### src/core/lalm_pkg.sv
// Register map, field layout and constants of the lane alignment link monitor control
`default_nettype none
package lalm_pkg;
    // Register offsets on the management port
    localparam logic [4:0] LALM_ADDR_SLAVE_CFG = 5'h0c;
    localparam logic [4:0] LALM_ADDR_TIMER_CFG = 5'h0d;
    localparam logic [4:0] LALM_ADDR_RESET_CTL = 5'h0e;
    localparam logic [4:0] LALM_ADDR_MON_STATUS = 5'h1e;
    // Reset values
    localparam logic [15:0] LALM_SLAVE_CFG_RST = 16'h03f0;
    localparam logic [15:0] LALM_TIMER_CFG_RST = 16'hffff;
    localparam logic [15:0] LALM_RESET_CTL_RST = 16'h0000;
    // Field positions in lane_align_slave_config
    localparam int LALM_LANE_SEL_LSB = 12;
    localparam int LALM_HYS_SEL_LSB = 10;
    localparam int LALM_SPACING_LSB = 8;
    localparam int LALM_DEC_MASK_BIT = 7;
    localparam int LALM_LOS_MASK_BIT = 5;
    localparam int LALM_PLL_MASK_BIT = 4;
    localparam int LALM_REALIGN_BIT = 2;
    localparam int LALM_THRESH_LSB = 0;
    // Field positions in channel_reset_control
    localparam int LALM_DP_RST_BIT = 3;
    localparam int LALM_TXF_RST_BIT = 2;
    localparam int LALM_RXF_RST_BIT = 1;
    // Writable bits of the slave config and reset control registers
    localparam logic [15:0] LALM_SLAVE_CFG_WMASK = 16'h3ff7;
    localparam logic [15:0] LALM_RESET_CTL_WMASK = 16'h000e;
    // Alignment character spacing per code
    localparam logic [4:0] LALM_SPACING_0 = 5'h08;
    localparam logic [4:0] LALM_SPACING_1 = 5'h10;
    localparam logic [4:0] LALM_SPACING_2 = 5'h18;
    // Error count thresholds per code
    localparam int LALM_ERR_W = 11;
    localparam logic [10:0] LALM_THRESH_0 = 11'h001;
    localparam logic [10:0] LALM_THRESH_1 = 11'h00f;
    localparam logic [10:0] LALM_THRESH_2 = 11'h07f;
    localparam logic [10:0] LALM_THRESH_3 = 11'h3ff;
endpackage
`default_nettype wire

### src/core/lalm_ctrl.sv
// Management registers and link status monitor of one lane alignment channel
`default_nettype none
// Function
// - Lane select code picks shown alignment status
// - Hysteresis 00 uses standard sync loss
// - Hysteresis 1-3 drops sync after adjacent errors
// - Spacing code gives 8, 16, 24 characters
// - Unmasked decode errors at or over threshold drop link
// - Unmasked lane signal loss drops link
// - Unmasked PLL unlock drops link
// - Writing force bit restarts lane realignment
// - Self-clearing bits return to zero next cycle
// - Timer expiry: link ok if count below threshold
// - Programmable 16-bit timer sets checking interval
// - Datapath reset clears channel logic, keeps registers
// - Transmit FIFO reset touches only transmit FIFO
// - Receive FIFO reset touches only receive FIFO
module lalm_ctrl #(
    parameter int LANES = 4
) (
    // Clock, reset, enable
    input wire logic core_clk,
    input wire logic rstn,
    input wire logic ce,
    // Management register port
    input wire logic [4:0] mgmt_addr,
    input wire logic mgmt_wr,
    input wire logic [15:0] mgmt_wdata,
    input wire logic mgmt_rd,
    output logic [15:0] mgmt_rdata,
    output logic mgmt_rvalid,
    // Alignment slave and channel sync
    input wire logic [LANES-1:0] lane_align_status,
    input wire logic sym_valid,
    input wire logic sym_error,
    input wire logic std_sync_loss,
    output logic lane_status_view,
    output logic sync_loss,
    output logic [4:0] align_char_spacing,
    // Link status inputs
    input wire logic ber_check_en,
    input wire logic [LANES-1:0] lane_enable,
    input wire logic [LANES-1:0] decode_error,
    input wire logic [LANES-1:0] signal_loss,
    input wire logic pll_locked,
    output logic link_ok,
    // Channel control pulses
    output logic force_realignment,
    output logic datapath_reset,
    output logic transmit_fifo_reset,
    output logic receive_fifo_reset
);
    import lalm_pkg::*;

    if (LANES != 4) begin : g_lanes_check
        $error("lalm_ctrl serves exactly four lanes");
    end

    logic [15:0] slave_cfg;
    logic [15:0] timer_cfg;
    logic [15:0] reset_ctl;
    logic [15:0] ber_timer;
    logic [LALM_ERR_W-1:0] err_count;
    logic ber_ok;
    logic [1:0] adj_errors;
    logic [15:0] next_rdata;

    function automatic logic [LALM_ERR_W-1:0] thresh_of(input logic [1:0] code);
        case (code)
            2'h0: thresh_of = LALM_THRESH_0;
            2'h1: thresh_of = LALM_THRESH_1;
            2'h2: thresh_of = LALM_THRESH_2;
            default: thresh_of = LALM_THRESH_3;
        endcase
    endfunction

    wire logic wr_slave = ce && mgmt_wr && mgmt_addr == LALM_ADDR_SLAVE_CFG;
    wire logic wr_timer = ce && mgmt_wr && mgmt_addr == LALM_ADDR_TIMER_CFG;
    wire logic wr_reset = ce && mgmt_wr && mgmt_addr == LALM_ADDR_RESET_CTL;
    wire logic [1:0] hys_sel = slave_cfg[LALM_HYS_SEL_LSB +: 2];
    wire logic [1:0] thresh_sel = slave_cfg[LALM_THRESH_LSB +: 2];
    wire logic dp_rst = reset_ctl[LALM_DP_RST_BIT];
    wire logic realign = slave_cfg[LALM_REALIGN_BIT];
    wire logic timer_expire = ber_check_en && ber_timer == 16'h0000;
    wire logic any_dec_err = |(decode_error & lane_enable);
    wire logic any_los = |(signal_loss & lane_enable);
    wire logic sel_lane_status = lane_align_status[slave_cfg[LALM_LANE_SEL_LSB +: 2]];

    // Configuration register with self-clearing realign bit
    always_ff @(posedge core_clk or negedge rstn) begin
        if (!rstn) begin
            slave_cfg <= LALM_SLAVE_CFG_RST;
        end else if (wr_slave) begin
            slave_cfg <= mgmt_wdata & LALM_SLAVE_CFG_WMASK;
        end else if (ce) begin
            slave_cfg[LALM_REALIGN_BIT] <= 1'b0;
        end
    end

    always_ff @(posedge core_clk or negedge rstn) begin
        if (!rstn) begin
            timer_cfg <= LALM_TIMER_CFG_RST;
        end else if (wr_timer) begin
            timer_cfg <= mgmt_wdata;
        end
    end

    // Reset control bits all clear themselves one cycle after being set
    always_ff @(posedge core_clk or negedge rstn) begin
        if (!rstn) begin
            reset_ctl <= LALM_RESET_CTL_RST;
        end else if (wr_reset) begin
            reset_ctl <= mgmt_wdata & LALM_RESET_CTL_WMASK;
        end else if (ce) begin
            reset_ctl <= LALM_RESET_CTL_RST;
        end
    end

    // Register reads, unmapped offsets answer zero
    always_comb begin
        case (mgmt_addr)
            LALM_ADDR_SLAVE_CFG: next_rdata = slave_cfg;
            LALM_ADDR_TIMER_CFG: next_rdata = timer_cfg;
            LALM_ADDR_RESET_CTL: next_rdata = reset_ctl;
            LALM_ADDR_MON_STATUS: next_rdata = {link_ok, ber_ok, sync_loss, 2'h0, err_count};
            default: next_rdata = 16'h0000;
        endcase
    end

    always_ff @(posedge core_clk or negedge rstn) begin
        if (!rstn) begin
            mgmt_rdata <= 16'h0000;
            mgmt_rvalid <= 1'b0;
        end else if (ce) begin
            mgmt_rvalid <= mgmt_rd;
            if (mgmt_rd) begin
                mgmt_rdata <= next_rdata;
            end
        end
    end

    // Control pulses follow the self-clearing bits
    always_ff @(posedge core_clk or negedge rstn) begin
        if (!rstn) begin
            force_realignment <= 1'b0;
            datapath_reset <= 1'b0;
            transmit_fifo_reset <= 1'b0;
            receive_fifo_reset <= 1'b0;
        end else if (ce) begin
            force_realignment <= realign;
            datapath_reset <= dp_rst;
            transmit_fifo_reset <= reset_ctl[LALM_TXF_RST_BIT];
            receive_fifo_reset <= reset_ctl[LALM_RXF_RST_BIT];
        end
    end

    // Status lane view and alignment spacing
    always_ff @(posedge core_clk or negedge rstn) begin
        if (!rstn) begin
            lane_status_view <= 1'b0;
            align_char_spacing <= LALM_SPACING_2;
        end else if (ce) begin
            lane_status_view <= sel_lane_status;
            case (slave_cfg[LALM_SPACING_LSB +: 2])
                2'h0: align_char_spacing <= LALM_SPACING_0;
                2'h1: align_char_spacing <= LALM_SPACING_1;
                default: align_char_spacing <= LALM_SPACING_2;
            endcase
        end
    end

    // Channel sync loss with selectable hysteresis
    always_ff @(posedge core_clk or negedge rstn) begin
        if (!rstn) begin
            adj_errors <= 2'h0;
            sync_loss <= 1'b0;
        end else if (ce) begin
            if (dp_rst) begin
                adj_errors <= 2'h0;
                sync_loss <= 1'b0;
            end else if (hys_sel == 2'h0) begin
                adj_errors <= 2'h0;
                sync_loss <= std_sync_loss;
            end else if (sym_valid && sym_error) begin
                if (adj_errors + 2'h1 >= hys_sel) begin
                    adj_errors <= 2'h0;
                    sync_loss <= 1'b1;
                end else begin
                    adj_errors <= adj_errors + 2'h1;
                    sync_loss <= 1'b0;
                end
            end else begin
                if (sym_valid) begin
                    adj_errors <= 2'h0;
                end
                sync_loss <= 1'b0;
            end
        end
    end

    // Error-rate timer and error count
    always_ff @(posedge core_clk or negedge rstn) begin
        if (!rstn) begin
            ber_timer <= LALM_TIMER_CFG_RST;
            err_count <= '0;
            ber_ok <= 1'b1;
        end else if (ce) begin
            if (dp_rst || realign || !ber_check_en) begin
                ber_timer <= timer_cfg;
                err_count <= '0;
                ber_ok <= 1'b1;
            end else if (timer_expire) begin
                ber_ok <= err_count < thresh_of(thresh_sel);
                ber_timer <= timer_cfg;
                err_count <= '0;
            end else begin
                ber_timer <= ber_timer - 16'h0001;
                if (any_dec_err && err_count != '1) begin
                    err_count <= err_count + 1'b1;
                end
            end
        end
    end

    // Link status from the unmasked sources
    always_ff @(posedge core_clk or negedge rstn) begin
        if (!rstn) begin
            link_ok <= 1'b0;
        end else if (ce) begin
            link_ok <= (slave_cfg[LALM_DEC_MASK_BIT] || !ber_check_en || ber_ok)
                && (slave_cfg[LALM_LOS_MASK_BIT] || !any_los)
                && (slave_cfg[LALM_PLL_MASK_BIT] || pll_locked);
        end
    end
endmodule
`default_nettype wire

### config.mk
export PLATFORM = sky130hd
export DESIGN_NAME = lalm_ctrl
export DESIGN_NICKNAME = d
export VERILOG_FILES = /design/src/core/lalm_pkg.sv /design/src/core/lalm_ctrl.sv
export SDC_FILE = /design/constraint.sdc
export NUM_CORES = 1
export LEC_CHECK = 0
export ABC_CLOCK_PERIOD_IN_PS = 2900
export BUFFER_PORTS_ARGS = -buffer_cell sky130_fd_sc_hd__buf_2
export CAP_MARGIN = 20
export CORE_ASPECT_RATIO = 1.25
export CORE_MARGIN = 2
export CORE_UTILIZATION = 54
export CTS_CLUSTER_DIAMETER = 60
export DETAILED_ROUTE_END_ITERATION = 12
export GPL_TIMING_DRIVEN = 0
export MAX_ROUTING_LAYER = met4
export PLACE_DENSITY = 0.81
export SETUP_SLACK_MARGIN = 0.3
export SKIP_LAST_GASP = 1
export SYNTH_ARGS = -nofsm -noshare
export SYNTH_HDL_FRONTEND = slang
export SYNTH_SLANG_ARGS = --single-unit
export TNS_END_PERCENT = 20
### constraint.sdc
create_clock -name core_clk -period 2.9 [get_ports core_clk]
set_clock_uncertainty 0.2 [all_clocks]
set_input_delay 0 -clock core_clk [delete_from_list [all_inputs] [get_ports core_clk]]
set_output_delay 0 -clock core_clk [all_outputs]
set_load 0.01 [all_outputs]
### Word level (Yosys, flattened, before mapping)

Index checks and enable logic that the tools add are counted.

| word-level totals | value |
|---|---|
| flip-flop bits (word level) | 104 |
| bits of input ports | 47 |
| output and inout port bits | 29 |
| word-level logic and storage cells | 94 |

| operators by class | value |
|---|---|
| add/subtract/negate cells | 3 |
| $lt $le $gt $ge | 3 |
| equality and inequality tests | 8 |
| muxes and demuxes | 28 |
| bitwise logic cells | 2 |
| reductions and logical operators | 32 |

Operators with widths:

| operator | count |
|---|---|
| 11-bit two-way mux | 6 |
| 16-bit two-way mux | 4 |
| 16-bit case mux with 4 select lines | 1 |
| 10-bit case mux with 3 select lines | 1 |
| 16-bit zero test | 1 |
| 16-bit by 1-bit subtractor with 16-bit output (second input constant) | 1 |
| 5-bit by 4-bit equality test with 1-bit output (second input constant) | 3 |
| 11-bit by 1-bit adder with 11-bit output (second input constant) | 1 |
| 11-bit less-than comparator | 1 |
| 11-bit inequality test (second input constant) | 1 |
| 2-bit two-way mux | 5 |
| 5-bit case mux with 2 select lines | 1 |
| 1-bit logical AND | 9 |
| 1-bit two-way mux | 9 |
| 4-bit AND | 2 |
| 2-bit AND reduction | 4 |
| 4-bit OR reduction | 2 |
| 2-bit zero test | 3 |
| 1-bit logical OR | 6 |
| 2-bit nonzero test | 3 |
| 5-bit equality test (second input constant) | 1 |
| 2-bit by 1-bit equality test with 1-bit output (second input constant) | 2 |
| 4-bit nonzero test | 1 |
| 2-bit by 3-bit less-than comparator with 1-bit output (second input constant) | 1 |
| 6 further kinds | 7 |

### Longest topological paths before layout

| logic depth | value |
|---|---|
| depth in word-level cells | 8 |
| mapped depth | 9 |
| gate-level depth less buffers | 7 |

### Worst setup path before layout

No wires, ideal clock.

| timing | value |
|---|---|
| path kind | register to register |
| start point | register ber_timer[0] |
| end point | register ber_timer[6] |
| library setup time | 97 ps |
| data arrival time | 1815 ps |
| required time | 2603 ps |
| path slack | 787 ps |
| stages on the path, launching flop included | 10 |
| buffers on the path | 2 |
| clock period less this slack | 2113 ps |
| cell sequence | dfstp_2 -> inv_1 -> ha_1 -> and4bb_2 -> nand4_4 -> and2_1 -> buf_6 -> buf_6 -> mux2i_1 -> a21oi_1 |

| between the ends | value |
|---|---|
| longest elaborated chain between the ends | 4 |
| elaborated cells on any way between the ends | 5 |
| classes of those cells | add/sub: 1; mux: 2; reduce/logical: 2 |

Ends and longest elaborated chain:

| element | RTL line | RTL |
|---|---|---|
| start: declaration | lalm_ctrl.sv:62 | `logic [15:0] ber_timer;` |
| start signal: assignment | lalm_ctrl.sv:209 | `ber_timer <= timer_cfg;` |
| start signal: assignment | lalm_ctrl.sv:214 | `ber_timer <= timer_cfg;` |
| start signal: assignment | lalm_ctrl.sv:217 | `ber_timer <= ber_timer - 16'h0001;` |
| branches (longest 2 deep; another with 16-bit by 1-bit subtractor with 16-bit output) | - |  |
| 16-bit two-way mux (*) | lalm_ctrl.sv:212 | `end else if (timer_expire) begin` |
| 16-bit two-way mux (*) | lalm_ctrl.sv:208 | `if (dp_rst \|\| realign \|\| !ber_check_en) begin` |

Mark *: on every way between the ends.
A chain may end at the register's enable or synchronous reset.

### Worst setup path after layout

| timing | value |
|---|---|
| start point | input mgmt_addr[4] |
| end point | register reset_ctl[3] |

| between the ends | value |
|---|---|
| longest elaborated chain between the ends | 3 |
| elaborated cells on any way between the ends | 4 |
| classes of those cells | eq/ne: 1; mux: 1; reduce/logical: 2 |

Ends and longest elaborated chain:

| element | RTL line | RTL |
|---|---|---|
| start: declaration | lalm_ctrl.sv:26 | `input wire logic [4:0] mgmt_addr,` |
| 5-bit by 4-bit equality test with 1-bit output (*) | lalm_ctrl.sv:79 | `wire logic wr_reset = ce && mgmt_wr && mgmt_addr == LALM_ADDR_RESET_CTL;` |
| 1-bit logical AND (*) | lalm_ctrl.sv:79 |  |
| 16-bit two-way mux / 2-bit nonzero test (equally long branches) | - |  |
| end signal: assignment | lalm_ctrl.sv:113 | `reset_ctl <= mgmt_wdata & LALM_RESET_CTL_WMASK;` |
| end: declaration | lalm_ctrl.sv:61 | `logic [15:0] reset_ctl;` |

Every way passes the cells marked *; elsewhere a longest branch is shown, timed or not.

==> summary.md <==
| Metric | Value |
|---|---|
| Status | completed |
| Critical path class | in -> reg |
| Period minus WS final | 2.50 ns |
| Dominant cell type by area after synthesis | dfrtp_1 |
| Placed Cells | 604 |
| Fmax | 0.400 GHz |
| Cell with the most instances on the worst path | dlygate4sd3_1 |
| Post-route setup TNS | 0 ns |
| Rel. slew slack | 49.6% |
| Antenna Nets Post-Route | 0 |
| # port buffers | 71 |
| Largest net degree at the start of global routing | 60 |
| Setup crit start kind | primary input |
| Antenna violations before repair | 0 |
| Worst skew pair latency | 0.38 ns |
| Number of global-route vias before repair | 4190 |
| Final nets | 610 |
| Via Count | 4108 |
| Min-Delay Path Class | in -> reg |
| First-pass GRT wire length | 21000 um |
| Mapped Avg Cell Area | 10.8 um^2 |
| Fillers | 633 |
| Leakage power | 2.59 nW |
| Worst hold margin | 0.0142 ns |
| Final total power | 2.94 mW |
| Final Setup Violations | 0 |
| Slew Viols, Final | 0 |
| Final non-filler cell total | 654 |
| CTS buffer count | 9 |
| Post-synth cell types | 64 |
| Max_cap viols | 0 |
| Area Growth Syn to Fin | 22.5% |
| CTS tree | built |
| Initial detailed-routing violation count | 433 |
| Yosys top cell area share | 25.2% |
| Synth Warn # | 0 |
| Synth Instances | 433 |
| Root Driver | clkbuf_8 |
| Antenna cells | 0 |
| Core ar. | 8330 um^2 |
| Total grt overflow | 0 |
| Synth Cell Area | 4670 um^2 |
| Post-synthesis sequential area ratio | 48.3% |
| Die Y | 108 um |
| Post-synthesis async set-or-reset flop share | 100% |
| CP required | 3.02 ns |
| CP arrival | 2.62 ns |
| Most frequent cells in the layout | buf_2 (76), nand2_1 (48), dfrtp_1 (47) |
| Detailed placement HPWL | 9080 um |
| Max H-tree Level | 3 |
| Num Clock Sinks | 88 |
| Yosys reg bits | 88 |
| First-pass DRT Iterations | 8 |
| Crit. End Element | flop |
| GRT Total Usage | 30.3% |
| Worst path max stage delay | 0.62 ns |
| RSZ-0062 raised after global routing | false |
| I/O pin total | 76 |
| Post-synth EDFFs | 0 |
| Leading post-synthesis cells by cell area | dfrtp_1 (25%), dfstp_2 (23%), mux2_2 (7.5%) |
| VDD IR max | 319 uV |
| Routed vias/inst | 6.28 |
| Layout cells sized above 1 | 34.5% |
| Max clock buf depth | 2 |
| Initial Utilization | 56.0% |
| Clock transition at the registers of the reported paths | 0.10 ns |
| Final wirelength | 13000 um |
| Placer Congestion | 0.930 |
| Row Count | 37 |
| Worst path bufs/invs | 4 |
| Worst-Margin Slew | 0.754 ns |
| Critical Path Fanout Max | 5 |
| Residual DRC | 0 |
| Crit-path slowest cell | dlygate4sd3_1 |
| Family with the most delay on the worst path | buffers and inverters |
| Crit path cell chain | dlygate4sd3_1 -> buf_2 -> nor3_1 -> dlygate4sd3_1 -> nand2_1 -> o2bb2ai_1 -> dlygate4sd3_1 |
| Final Hold Vio Count | 0 |
| Die area | 9410 um^2 |
| Commonest non-fill, non-tap cell in the layout | buf_2 |
| DR WL/cell | 19.9 um |
| Die boundary width | 87.2 um |
| Period utilisation layout | 86.3% |
| Cell Pwr Density | 514 nW/um^2 |
| Commonest register cell after synthesis | dfrtp_1 |
==> flip-flops by register name (all words and copies together) (netlist names), 2 cells and up <==
signal / count
err_count: 11
align_char_spacing: 2
adj_errors: 2
ber_timer: 16
slave_cfg: 13
reset_ctl: 3
timer_cfg: 16
mgmt_rdata: 16
==> worst min-delay path: cells and delay by family <==
kind / cells / cell delay, ns
buffers and inverters: 1 / 0.08
AO/OA/AOI/OAI: 1 / 0.07
AND/OR/NAND/NOR: 3 / 0.24
XOR/XNOR: 1 / 0.15
==> logic make-up (layout without fill, tap and decap cells) <==
kind of cell    count (synthesis)  in the layout  share of synthesized area (%)
flops                          88             88                           48.3
simple gates                  137            137                           16.4
other cells                     1              3                         0.0804
fa+ha+maj                      11             11                           2.95
buf+inv                        36            158                           3.62
mux                            37             37                           9.03
xor+xnor                        8              8                           1.50
compound gates                115            115                           18.1
==> report_power, final <==
group	internal (mW)	switching, mW	leakage [nW]
registers	1.41	0.150	1.07
clock network	0.382	0.455	0.102
logic	0.268	0.274	1.42
total	2.06	0.879	2.59
==> through the flow <==
step | util, % | area, um^2 | setup slack, ns
after floorplan | - | 4670 | 0.787
after global placement | 61.8 | 5150 | 0.603
after detailed placement | 62.2 | 5180 | 0.526
after CTS | 68.6 | 5710 | 0.391
after global routing | 68.6 | 5720 | 0.358
final | 68.6 | 5720 | 0.398
==> cell usage after synthesis (2+ instances only) <==
cell type   n
a2bb2oi_2   4
a41o_1      3
buf_1       2
buf_4       3
mux2i_1     5
o2bb2ai_1   5
a22o_1      2
a222oi_1   12
a211oi_1    2
a21o_1      4
nand4_1    11
xor2_1      8
and2_1      3
a22oi_1     8
inv_1      12
ha_1       11
a21oi_2     4
dfstp_2    41
clkbuf_1   11
o31ai_1     2
a2bb2oi_1   3
and4_1      3
buf_6       2
a311oi_1    2
dfrtp_1    47
nor3_1      9
a21oi_1    16
o21a_1      3
or3_1       3
o21ai_1     4
and3_1      6
nand2b_1    2
or4_1       3
a31oi_1     2
o21ai_0    28
buf_2       6
nor2_1     24
nand3_1    12
nand2_1    48
mux2_2     31
nor4_4      3
==> metal layers <==
layer  up-vias  share of wire (%)  GRT usage, %  wire [um]
li1       1865                  -             -          -
met1      2029                 39          37.7       5100
met2       193                 51          49.4       6640
met3        21                7.4          4.50        960
met4         0                2.2          12.6        280
met5         -                  0             -          0
==> repair_timing <==
item | in CTS | in global routing
gates resized for setup | 0 | 4
buffers inserted | 0 | 0
endpoints found under the setup margin | 0 | 1
endpoints found under the hold margin | 102 | 0
hold buffers | 34 | 0
==> final cells by class <==
class	count	area, um^2	area share (%)
multi-input combinational	311	2250	39.4
timing repair buffer	106	726	12.7
buffer	24	126	2.21
inverter	12	45.0	0.788
sequential	88	2250	39.4
clock buffer	12	165	2.89
tap	97	121	2.12
clock inverter	4	27.5	0.482
==> final timing paths <==
kind / startpoint / end / slack (ns) / cells past startpoint
min in group asynchronous: rstn / timer_cfg[2] / 0.07 / 2
worst min-delay path: decode_error[1] / err_count[7] / 0.01 / 6
worst max-delay path: mgmt_addr[4] / reset_ctl[3] / 0.40 / 7
worst min register to register: mgmt_rdata[1] / mgmt_rdata[1] / 0.27 / 1
worst max register to register: ber_timer[0] / ber_timer[0] / 0.54 / 7
max in group asynchronous: rstn / mgmt_rdata[3] / 1.23 / 3
No activity file was read; power rests on OpenSTA's default activity.
